==> src/hdl/plmc_map.vh <==
// Constants for the power-line FSK modem control block
`ifndef PLMC_MAP_VH
`define PLMC_MAP_VH

// Master clock rate of this implementation, Hz
`define PLMC_CLK_HZ        125000000
// Crystal rate of the original tone generator, Hz
`define PLMC_XTAL_HZ       11059200

// Line frequencies, Hz
`define PLMC_CARRIER_HZ    132450
`define PLMC_TONE0_HZ      133050
`define PLMC_TONE1_HZ      131850
`define PLMC_IF_HZ         5400
`define PLMC_BAND_HALF_HZ  6000

// Highest bit rate, bits per second
`define PLMC_BIT_RATE      1200

// Watchdog timeout, ms, and restart pulse length, cycles
`define PLMC_WDOG_MS       1500
`define PLMC_RST_HOLD_CYC  1024

// Widths and depths
`define PLMC_PHASE_W       32
`define PLMC_PER_W         12
`define PLMC_FIFO_DEPTH    16
`define PLMC_FIFO_AW       4

// Carrier detect: in-band periods counted before the next one sets detect, periods of silence allowed
`define PLMC_CD_LOCK       8
`define PLMC_CD_LOSS_PER   4

`endif

==> src/hdl/plmc_fifo.v <==
// Synchronous FIFO with valid/ready on both sides
`timescale 1ns/1ps
`default_nettype none

module plmc_fifo #(
  parameter W     = 12,
  parameter DEPTH = 16,
  parameter AW    = 4
) (
  input  wire         clk,       // Master clock
  input  wire         sys_rst,   // Synchronous reset, high
  input  wire         in_valid,  // Write request
  output wire         in_ready,  // Space available
  input  wire [W-1:0] in_data,   // Write data
  output wire         out_valid, // Data available
  input  wire         out_ready, // Read accept
  output wire [W-1:0] out_data   // Head of queue
);

  reg [W-1:0] mem [0:DEPTH-1];
  reg [AW-1:0] wr_ptr;
  reg [AW-1:0] rd_ptr;
  reg [AW:0]   count;

  wire do_wr;
  wire do_rd;

  localparam integer  DEPTH_I  = DEPTH;
  localparam integer  LAST_I   = DEPTH - 1;
  localparam [AW:0]   FULL_CNT = DEPTH_I[AW:0];
  localparam [AW-1:0] LAST_IDX = LAST_I[AW-1:0];

  assign in_ready  = (count != FULL_CNT);
  assign out_valid = (count != {(AW+1){1'b0}});
  assign out_data  = mem[rd_ptr];
  assign do_wr     = in_valid & in_ready;
  assign do_rd     = out_valid & out_ready;

  always @(posedge clk) begin
    if (do_wr) begin
      mem[wr_ptr] <= in_data;
    end
  end

  always @(posedge clk) begin
    if (sys_rst) begin
      wr_ptr <= {AW{1'b0}};
      rd_ptr <= {AW{1'b0}};
      count  <= {(AW+1){1'b0}};
    end else begin
      if (do_wr) begin
        wr_ptr <= (wr_ptr == LAST_IDX) ? {AW{1'b0}} : wr_ptr + 1'b1;
      end
      if (do_rd) begin
        rd_ptr <= (rd_ptr == LAST_IDX) ? {AW{1'b0}} : rd_ptr + 1'b1;
      end
      if (do_wr && !do_rd) begin
        count <= count + 1'b1;
      end else if (do_rd && !do_wr) begin
        count <= count - 1'b1;
      end
    end
  end

endmodule

`default_nettype wire

==> src/hdl/plmc_modem.v <==
// Power-line FSK modem control: tones, local oscillator, carrier detect, watchdog
//
// Functional notes
// - Half duplex only, bits up to 1200 bps
// - Nominal carrier 132.45 kHz both directions
// - Host bits asynchronous; modulator follows level directly
// - Bit zero 133.05 kHz, bit one 131.85 kHz
// - Both tones digitally derived from master clock
// - Same synthesizer supplies receive mixer oscillator
// - Carrier-detect output shows line carrier presence
// - No falling edge for 1.5 s: restart host
// - Amplifier enable high transmitting, low receiving
`timescale 1ns/1ps
`default_nettype none

`include "plmc_map.vh"

module plmc_modem #(
  parameter [27:0] WDOG_CYC = `PLMC_WDOG_MS * (`PLMC_CLK_HZ / 1000), // Watchdog timeout in cycles
  parameter [15:0] HOLD_CYC = `PLMC_RST_HOLD_CYC                     // Restart pulse length
) (
  input  wire       clk,                // Master clock
  input  wire       sys_rst,            // Synchronous reset, high
  input  wire       tx_request_in,      // High selects transmit mode
  input  wire       tx_data_in,         // Transmit bit level from host
  input  wire       rx_line_in,         // Limited receive signal from line
  input  wire       wdog_in,            // Watchdog input from host
  output reg        tone_out,           // Modulated tone, square
  output reg  [7:0] tx_phase_out,       // Tone phase, upper bits
  output reg        lo_out,             // Mixer local oscillator, square
  output reg        amp_enable_out,     // Power amplifier control
  output reg        carrier_detect_out, // Carrier present on line
  output reg        rx_data_out,        // Demodulated bit
  output reg        rx_data_valid_out,  // One-cycle pulse per in-band period word
  output reg        host_restart_out    // Restart to host, high
);

  ////////////////////////////////////////////////////////////////////////////
  // Derived constants

  localparam PW = `PLMC_PHASE_W;
  localparam NW = `PLMC_PER_W;

  localparam [63:0] ONE_TURN = 64'h0000000100000000;
  localparam [63:0] CLK64    = `PLMC_CLK_HZ;
  localparam [63:0] INC0_F   = (ONE_TURN * `PLMC_TONE0_HZ) / CLK64;
  localparam [63:0] INC1_F   = (ONE_TURN * `PLMC_TONE1_HZ) / CLK64;
  localparam [63:0] INCL_F   = (ONE_TURN * (`PLMC_CARRIER_HZ - `PLMC_IF_HZ)) / CLK64;

  localparam [PW-1:0] INC_TONE0 = INC0_F[PW-1:0];
  localparam [PW-1:0] INC_TONE1 = INC1_F[PW-1:0];
  localparam [PW-1:0] INC_LO    = INCL_F[PW-1:0];

  // Period limits of the receive band and the decision midpoint
  localparam [31:0] PER_LO_F  = `PLMC_CLK_HZ / (`PLMC_CARRIER_HZ + `PLMC_BAND_HALF_HZ);
  localparam [31:0] PER_HI_F  = `PLMC_CLK_HZ / (`PLMC_CARRIER_HZ - `PLMC_BAND_HALF_HZ);
  localparam [31:0] PER_MID_F = `PLMC_CLK_HZ / `PLMC_CARRIER_HZ;
  localparam [NW-1:0] PER_LO  = PER_LO_F[NW-1:0];
  localparam [NW-1:0] PER_HI  = PER_HI_F[NW-1:0];
  localparam [NW-1:0] PER_MID = PER_MID_F[NW-1:0];
  localparam [NW-1:0] PER_MAX = {NW{1'b1}};

  localparam [31:0] LOSS_F    = `PLMC_CD_LOSS_PER * PER_HI_F;
  localparam [13:0] LOSS_CYC  = LOSS_F[13:0];
  localparam [3:0]  LOCK_CNT  = `PLMC_CD_LOCK;

  // Transmit/receive mode, one-hot
  localparam [1:0] MODE_RX = 2'b01;
  localparam [1:0] MODE_TX = 2'b10;

  // Watchdog states, one-hot
  localparam [1:0] WD_RUN  = 2'b01;
  localparam [1:0] WD_HOLD = 2'b10;

  ////////////////////////////////////////////////////////////////////////////
  // Transmit/receive mode

  reg  [1:0] mode;
  reg  [1:0] next_mode;

  always @* begin
    case (mode)
      MODE_RX: next_mode = tx_request_in ? MODE_TX : MODE_RX;
      MODE_TX: next_mode = tx_request_in ? MODE_TX : MODE_RX;
      default: next_mode = MODE_RX;
    endcase
  end

  // Amplifier enable tracks the registered mode
  always @(posedge clk) begin
    if (sys_rst) begin
      mode           <= MODE_RX;
      amp_enable_out <= 1'b0;
    end else begin
      mode           <= next_mode;
      amp_enable_out <= (next_mode == MODE_TX);
    end
  end

  ////////////////////////////////////////////////////////////////////////////
  // Tone and local oscillator synthesizer

  reg  [PW-1:0] tx_acc;
  reg  [PW-1:0] lo_acc;
  wire [PW-1:0] tx_inc;

  // Continuous phase across bit changes
  assign tx_inc = tx_data_in ? INC_TONE1 : INC_TONE0;

  always @(posedge clk) begin
    if (sys_rst) begin
      tx_acc       <= {PW{1'b0}};
      lo_acc       <= {PW{1'b0}};
      tone_out     <= 1'b0;
      tx_phase_out <= 8'h00;
      lo_out       <= 1'b0;
    end else begin
      if (mode == MODE_TX) begin
        tx_acc       <= tx_acc + tx_inc;
        tone_out     <= tx_acc[PW-1];
        tx_phase_out <= tx_acc[PW-1:PW-8];
        lo_out       <= 1'b0;
      end else begin
        tone_out     <= 1'b0;
        tx_phase_out <= 8'h00;
        lo_acc       <= lo_acc + INC_LO;
        lo_out       <= lo_acc[PW-1];
      end
    end
  end

  ////////////////////////////////////////////////////////////////////////////
  // Receive period measurement into the FIFO

  reg           line_prev;
  reg  [NW-1:0] per_cnt;
  reg           push_valid;
  reg  [NW-1:0] push_data;
  wire          push_ready;
  wire          line_rise;

  assign line_rise = rx_line_in & ~line_prev;

  always @(posedge clk) begin
    if (sys_rst) begin
      line_prev  <= 1'b0;
      per_cnt    <= {NW{1'b0}};
      push_valid <= 1'b0;
      push_data  <= {NW{1'b0}};
    end else begin
      line_prev <= rx_line_in;
      if (push_valid) begin
        // Period count cleared each cycle until the queue takes the word
        if (push_ready) begin
          push_valid <= 1'b0;
          per_cnt    <= per_cnt + 1'b1;
        end else begin
          per_cnt <= {NW{1'b0}};
        end
      end else if (line_rise) begin
        // Rise edge counts as first cycle of the new period
        push_valid <= 1'b1;
        push_data  <= per_cnt;
        per_cnt    <= {{(NW-1){1'b0}}, 1'b1};
      end else if (per_cnt != PER_MAX) begin
        per_cnt <= per_cnt + 1'b1;
      end
    end
  end

  wire          pop_valid;
  wire          pop_ready;
  wire [NW-1:0] pop_data;

  // Evaluation halts while transmitting, so the queue fills
  assign pop_ready = (mode == MODE_RX);

  plmc_fifo #(
    .W     (NW),
    .DEPTH (`PLMC_FIFO_DEPTH),
    .AW    (`PLMC_FIFO_AW)
  ) u_fifo (
    .clk       (clk),
    .sys_rst   (sys_rst),
    .in_valid  (push_valid),
    .in_ready  (push_ready),
    .in_data   (push_data),
    .out_valid (pop_valid),
    .out_ready (pop_ready),
    .out_data  (pop_data)
  );

  ////////////////////////////////////////////////////////////////////////////
  // Carrier detect and FSK decision

  reg  [3:0]  lock_cnt;
  reg  [13:0] quiet_cnt;
  wire        pop_take;
  wire        in_band;

  // Lock counts in-band words; one stray word clears it
  assign pop_take = pop_valid & pop_ready;
  assign in_band  = (pop_data >= PER_LO) && (pop_data <= PER_HI);

  always @(posedge clk) begin
    if (sys_rst) begin
      lock_cnt           <= 4'h0;
      quiet_cnt          <= 14'h0000;
      carrier_detect_out <= 1'b0;
      rx_data_out        <= 1'b0;
      rx_data_valid_out  <= 1'b0;
    end else begin
      rx_data_valid_out <= 1'b0;
      if (pop_take) begin
        quiet_cnt <= 14'h0000;
        if (in_band) begin
          // Longer period means the lower tone, a one
          rx_data_out       <= (pop_data > PER_MID);
          rx_data_valid_out <= 1'b1;
          if (lock_cnt != LOCK_CNT) begin
            lock_cnt <= lock_cnt + 1'b1;
          end else begin
            carrier_detect_out <= 1'b1;
          end
        end else begin
          lock_cnt           <= 4'h0;
          carrier_detect_out <= 1'b0;
        end
      end else if (mode == MODE_RX) begin
        if (quiet_cnt != LOSS_CYC) begin
          quiet_cnt <= quiet_cnt + 1'b1;
        end else begin
          lock_cnt           <= 4'h0;
          carrier_detect_out <= 1'b0;
        end
      end
    end
  end

  ////////////////////////////////////////////////////////////////////////////
  // Watchdog

  reg  [1:0]  wd_state;
  reg  [1:0]  next_wd_state;
  reg  [27:0] wd_cnt;
  reg  [15:0] hold_cnt;
  reg         wdog_prev;
  wire        wdog_fall;
  wire        wd_expired;
  wire        hold_done;

  assign wdog_fall  = wdog_prev & ~wdog_in;
  assign wd_expired = (wd_cnt == WDOG_CYC - 28'h0000001);
  assign hold_done  = (hold_cnt == HOLD_CYC - 16'h0001);

  // Kick in the expiry cycle wins over the timeout
  always @* begin
    case (wd_state)
      WD_RUN:  next_wd_state = (wd_expired && !wdog_fall) ? WD_HOLD : WD_RUN;
      WD_HOLD: next_wd_state = hold_done ? WD_RUN : WD_HOLD;
      default: next_wd_state = WD_RUN;
    endcase
  end

  always @(posedge clk) begin
    if (sys_rst) begin
      // Counter held at zero during restart pulse
      wd_state         <= WD_RUN;
      wd_cnt           <= 28'h0000000;
      hold_cnt         <= 16'h0000;
      wdog_prev        <= 1'b0;
      host_restart_out <= 1'b0;
    end else begin
      wd_state         <= next_wd_state;
      wdog_prev        <= wdog_in;
      host_restart_out <= (next_wd_state == WD_HOLD);
      if (wd_state == WD_RUN) begin
        hold_cnt <= 16'h0000;
        if (wdog_fall || wd_expired) begin
          wd_cnt <= 28'h0000000;
        end else begin
          wd_cnt <= wd_cnt + 28'h0000001;
        end
      end else begin
        wd_cnt   <= 28'h0000000;
        hold_cnt <= hold_cnt + 16'h0001;
      end
    end
  end

endmodule

`default_nettype wire

==> config.mk <==
export PLATFORM = sky130hd
export DESIGN_NAME = plmc_modem
export DESIGN_NICKNAME = d
export VERILOG_FILES = /design/src/hdl/plmc_fifo.v /design/src/hdl/plmc_modem.v
export VERILOG_INCLUDE_DIRS = /design/src /design/src/hdl
export SDC_FILE = /design/constraint.sdc
export NUM_CORES = 1
export LEC_CHECK = 0
export BUFFER_PORTS_ARGS = -buffer_cell sky130_fd_sc_hd__buf_2
export CAP_MARGIN = 20
export CORE_ASPECT_RATIO = 2
export CORE_MARGIN = 4
export CORE_UTILIZATION = 60
export CTS_CLUSTER_DIAMETER = 100
export DETAILED_ROUTE_END_ITERATION = 8
export PLACE_DENSITY = 0.82
export SETUP_SLACK_MARGIN = 0.15
export SYNTH_ARGS = -nofsm -noshare
export SYNTH_HDL_FRONTEND = slang
export SYNTH_SLANG_ARGS = --single-unit
==> constraint.sdc <==
create_clock -name clk -period 3.5 [get_ports clk]
set_input_delay 0.35 -clock clk [delete_from_list [all_inputs] [get_ports clk]]
set_output_delay 0.35 -clock clk [all_outputs]
set_load 0.01 [all_outputs]
# Word level (Yosys, flattened, before mapping)
# Memory sizes are Yosys's and may differ from the RTL's. A register that Yosys moved wholly into a read port is not among the register bits.
# Cells that the tools add are included.
[op_classes] n_addsub=11 n_lt_le_gt_ge=3 eq_ne=17 n_mux=32 bitwise=10 reduce_logical=24
[ops] operator="$mux W12" n=4
[ops] operator="$mux W4" n=9
[ops] operator="$add A32 B23 Y32" n=1
[ops] operator="$add A32 B23 Y32 const B" n=1
[ops] operator="$add A28 B1 Y28 const B" n=1
[ops] operator="$eq A28 B28 Y1 const B" n=1
[ops] operator="$add A16 B1 Y16 const B" n=1
[ops] operator="$eq A16 B10 Y1 const B" n=1
[ops] operator="$mux W16" n=1
[ops] operator="$add A14 B1 Y14 const B" n=1
[ops] operator="$ne A14 B12 Y1 const B" n=1
[ops] operator="$add A12 B1 Y12 const B" n=1
[ops] operator="$add A4 B1 Y4 const B" n=3
[ops] operator="$ge A12 B10 Y1 const B" n=1
[ops] operator="$gt A12 B10 Y1 const B" n=1
[ops] operator="$le A12 B10 Y1 const B" n=1
[ops] operator="$ne A12 B12 Y1 const B" n=1
[ops] operator="$reduce_or A2 Y1" n=6
[ops] operator="$mux W1" n=11
[ops] operator="$mux W5" n=2
[ops] operator="$eq A2 B2 Y1 const B" n=4
[ops] operator="$eq A4 B4 Y1 const B" n=2
[ops] operator="$mux W2" n=4
[ops] operator="$ne A3 B3 Y1 const B" n=2
[ops] operator="other kinds (18)" n=36
[totals] reg_bits=185 ram_bits=192 in_bits=6 out_inout_bits=15 elab_cells=122 memories=1
[mem_list] name="u_fifo.mem" depth=16 width=12 rd=1 rd_clocked_by_memory_dff=1 wr=1 line_no="plmc_fifo.v:20" text="reg [W-1:0] mem [0:DEPTH-1];"

# Logic depth before layout (Yosys ltp)
[logic_depth] ltp_word=7 ltp_mapped=13 ltp_nobuf=12

# Hierarchy
# From an unflattened synthesis, not the netlist that was laid out.
[unflattened] cells_unflattened=1329 hier_area_um2=15934.0
[by_module_without_submodules] mod="plmc_fifo" n_inst=1 cells_per_inst=404 area_each_um2=8135.3 seq_area_each_um2=6105.9
[by_module_without_submodules] mod="plmc_modem" n_inst=1 cells_per_inst=925 area_each_um2=7798.7 seq_area_each_um2=3363.2

# Worst setup path after synthesis
# Ideal clock, no wire load.
[synth_timing] path_type="register -> register" from="register (tool-made name)" to="register rx_data_out" t_arrival_ns=2.953 t_required_ns=3.378 path_slack_ns=0.425 stages_incl_launch_ff=10 synth_period_minus_slack_ns=3.075 cell_sequence="dfxtp_1 -> clkbuf_1 -> clkbuf_1 -> mux4_2 -> mux4_2 -> a31oi_1 -> nor2_1 -> or4b_1 -> buf_4 -> o311a_1"
[synth_rtl] item="end signal: assignment" line_no="plmc_modem.v:218" text="rx_data_out <= (pop_data > PER_MID);"
[synth_rtl] item="end: declaration" line_no="plmc_modem.v:33" text="output reg rx_data_out,"

==> impl_metrics.toml <==
[run_status]
outcome = "completed"

[clock_tree]
postCtsSetupRepairBufs = 0
insertion_delay_ns = 0.57
cts.reportedPaths.clkPinSlew_ns = 0.07
h_tree_depth_reported_by_cts = 1
cts_buffer_count = 30
clock_sinks = 377
clock_tree.buffer_depth = 3
buffer_cell_driving_the_clock_tree_root = "sky130_fd_sc_hd__clkbuf_16"
count_of_hold_fix_buffers_inserted_at_cts = 0
tritoncts = "yes"

[floorplan]
chipHeight_um = 236
die_area_um2 = 28700
coreArea_um2 = 25700
core.rowCount = 83
initial_core_util_pct = 60.6
die_width_um = 122
ioPinCount = 21

[pwr]
power.total_mw = 9.65
max-vdd-ir-drop_mv = 0.525
cellPowerDensity_nw_per_um2 = 563
leakagePower_nw = 5.88

[yosys]
synth.net_count = 1373
synth_area_um2 = 15500
ys_dominant_reg_cell = "sky130_fd_sc_hd__edfxtp_1"
synthesized_area_per_cell_um2 = 11.6
postSynthRegisterBits = 377
seq_area_frac_synth_pct = 61.0
synth_enable_flop_cells = 192
syn-instance-count = 1337
synth_async_sr_flop_share_pct = 0
yosysUniqueCellTypes = 62
total_number_of_yosys_warnings = 0

[setup_path]
worst_reg2reg_path_endpoint = "carrier_detect_out"
crit_path_max_fanout = 11
path_cells = "buf_12, mux4_2, a22oi_1, nand2_1, o31ai_1, nor2_1, or4b_4, buf_4, a211oi_1"
worst_setup_end_kind = "register"
r2r.worst_path.cells = 9
critical_path.top_delay_family = "simple AND/OR/NAND/NOR gates"
cp_num_buf_inv = 2
arrival_time_at_the_worst_endpoint_ns = 3.61
start_kind = "register"
worst_ep_required_time_ns = 3.99
crit_path_top_delay_cell = "sky130_fd_sc_hd__or4b_4"
critPathMaxStageDelay_ns = 0.62
path_class = "register to register"
reg2reg_setup_slack_ns = 0.37

[global_route]
grt_antenna_before_repair = 0
globalRoute.totalOverflow = 0
grt_pass1_wl_um = 51400
grt_pass1_vias = 10400
grt_start_max_net_pins = 87
grtUsageTotal_pct = 22.3

[layout]
layout.nets = 1405
fraction_of_layout_cells_with_a_size_suffix_above_1_pct = 10.8
total_non_filler_cell_area_in_the_finished_layout_um2 = 17100
num_antenna_cells = 0
syn2layout_area_growth_pct = 10.3

[placed_design]
finalWeightedCongestion = 0.836
postPlaceCellArea_um2 = 16100
port_buffers = 20
place_ws_ns = 0.123
hpwlAfterDp_um = 21400

[hold_path]
worst_hold_startpoint = "wdog_in"
min_to = "wdog_prev"
hold_removal_path_class = "primary input to register"
worst_hold_path.num_cells = 2

[timing]
report.final.setup_viol = 0
min_period_ns = 3.13
fin_crit_sh_pct = 89.4
timing.final.max_slew_violations = 0
timing.clock.skew_ns = 0.0132
final_sum_of_negative_setup_slack_ns = 0
highest_clock_rate_mhz = 320
tightestPinTransition_ns = 0.882
worst_slack_ns = 0.372
timing_hold_violations_final = 0
setup_repair_after_global_routing_missed_its_margin = "no"
worst_slew_margin_rel_pct = 41.2
timing.hold.ws_ns = 0.0234

[drt]
detailedRoute.firstIterationViolations = 527
drt_drc_violations_left = 0
viasPerCell = 5.94
route.vias.total = 10300
drtAntennaViolNets = 0
drt-pass1-iter-count = 5
detail_route.wirelength_um = 31700
detail_route.wl_per_cell_um = 18.3

[flow_run]
timing.max_cap.violations = 0
-- sequential cells by signal, summed over array words and instances (netlist names), 2 cells and up, named ones only --
name,flops
u_fifo.mem,192
tx_acc,32
quiet_cnt,14
lock_cnt,4
push_data,12
per_cnt,12
wd_cnt,28
tx_phase_out,7
wd_state,2
lo_acc,30
u_fifo.rd_ptr,4
u_fifo.count,5
u_fifo.wr_ptr,4
hold_cnt,16
-- cell usage after synthesis (9+ instances only) --
library cell	number	area, um2
sky130_fd_sc_hd__edfxtp_1	192	5770
sky130_fd_sc_hd__dfxtp_1	185	3700
sky130_fd_sc_hd__nor2_1	158	593
sky130_fd_sc_hd__nand2_1	106	398
sky130_fd_sc_hd__a21oi_1	75	375
sky130_fd_sc_hd__nand3_1	53	265
sky130_fd_sc_hd__xor2_1	52	455
sky130_fd_sc_hd__o21ai_0	48	240
sky130_fd_sc_hd__clkbuf_1	38	143
sky130_fd_sc_hd__nand4_1	37	231
sky130_fd_sc_hd__xnor2_1	37	324
sky130_fd_sc_hd__inv_1	35	131
sky130_fd_sc_hd__mux4_2	33	743
sky130_fd_sc_hd__and3_1	29	181
sky130_fd_sc_hd__ha_1	29	363
sky130_fd_sc_hd__nor3_1	29	145
sky130_fd_sc_hd__or3_1	27	169
sky130_fd_sc_hd__a31oi_1	15	93.8
sky130_fd_sc_hd__nor4_1	14	87.6
sky130_fd_sc_hd__nand2b_1	11	68.8
sky130_fd_sc_hd__nor2b_1	11	68.8
sky130_fd_sc_hd__or4_1	11	82.6
sky130_fd_sc_hd__a22oi_1	10	75.1
sky130_fd_sc_hd__o211ai_1	10	75.1
sky130_fd_sc_hd__a21o_1	9	67.6
-- cell families after synthesis --
family                     count (synthesis)  synth area share [%]
xor gates and xnor gates                  89                  5.02
DFF                                      377                  61.0
buffers and inverters                     91                  2.47
muxes                                     38                  5.13
and+or+nand+nor                          510                  16.1
AOI/OAI and AO/OA                        202                  7.87
adders and majority gates                 30                  2.46
-- per-layer routing --
| metal | wire length, um | GRT usage, % |
|---|---|---|
| met4 | 1040 | 8.64 |
| met2 | 18600 | 44.8 |
| met3 | 988 | 2.21 |
| met1 | 11100 | 22.8 |
| met5 | 0 | 0 |
-- stage by stage --
stage               cells  utilization, %
global placement     1677            62.9
floorplan            1337               -
global route         1733            66.8
finish               1733            66.8
detailed placement   1677            62.9
CTS                  1733            66.8
-- worst max-delay path by stage --
stage                     startpoint            endpoint  slack (ns)  cells past startpoint
after global routing        register  carrier_detect_out        0.25                      9
after CTS                   register  carrier_detect_out        0.26                      9
after global placement      register         lock_cnt[2]        0.19                      9
after detailed placement    register         lock_cnt[2]        0.12                      9
after floorplan             register         rx_data_out        0.43                      9
final                       register  carrier_detect_out        0.37                      9
-- worst register-to-register path, delay by kind of cell (launching register included) --
family | cells | cell delay [ns]
DFF | 1 | 0.50
AOI/OAI and AO/OA | 3 | 0.84
muxes | 1 | 0.50
buffers and inverters | 2 | 0.36
and+or+nand+nor | 3 | 0.85
-- where the power goes --
part	total [mW]	leakage [nW]	internal [mW]	switching, mW
registers	4.95	3.16	4.76	0.190
logic	1.29	2.24	0.613	0.679
clock network	3.41	0.479	1.88	1.53
-- cell type report --
cell class                 instances  area (um2)
tap                              340         425
sequential                       377        9470
inverter                          37         139
clock inverter                    14         130
fill                            1814        8520
timing repair buffer              54         395
multi-input combinational        869        5700
clock buffer                      42         867
-- cell usage in the layout, fill, tap and decap left out, types with 19 or more instances in the layout --
cell type	count
sky130_fd_sc_hd__ha_1	29
sky130_fd_sc_hd__edfxtp_1	192
sky130_fd_sc_hd__xnor2_1	37
sky130_fd_sc_hd__nor3_1	25
sky130_fd_sc_hd__dfxtp_1	184
sky130_fd_sc_hd__or3_1	27
sky130_fd_sc_hd__nand2_1	106
sky130_fd_sc_hd__nor2_1	158
sky130_fd_sc_hd__a21oi_1	75
sky130_fd_sc_hd__o21ai_0	48
sky130_fd_sc_hd__inv_1	35
sky130_fd_sc_hd__buf_4	32
sky130_fd_sc_hd__xor2_1	52
sky130_fd_sc_hd__mux4_2	33
sky130_fd_sc_hd__buf_2	19
sky130_fd_sc_hd__nand3_1	53
sky130_fd_sc_hd__nand4_1	37
sky130_fd_sc_hd__clkbuf_16	31
sky130_fd_sc_hd__and3_1	29
-- repair_timing --
item / 4_1_cts / 5_1_grt
cloned: 0 / 0
gates resized for setup: 1 / 1
endpoints found under the setup margin: 3 / 4
No activity file was read; power rests on OpenSTA's default activity.
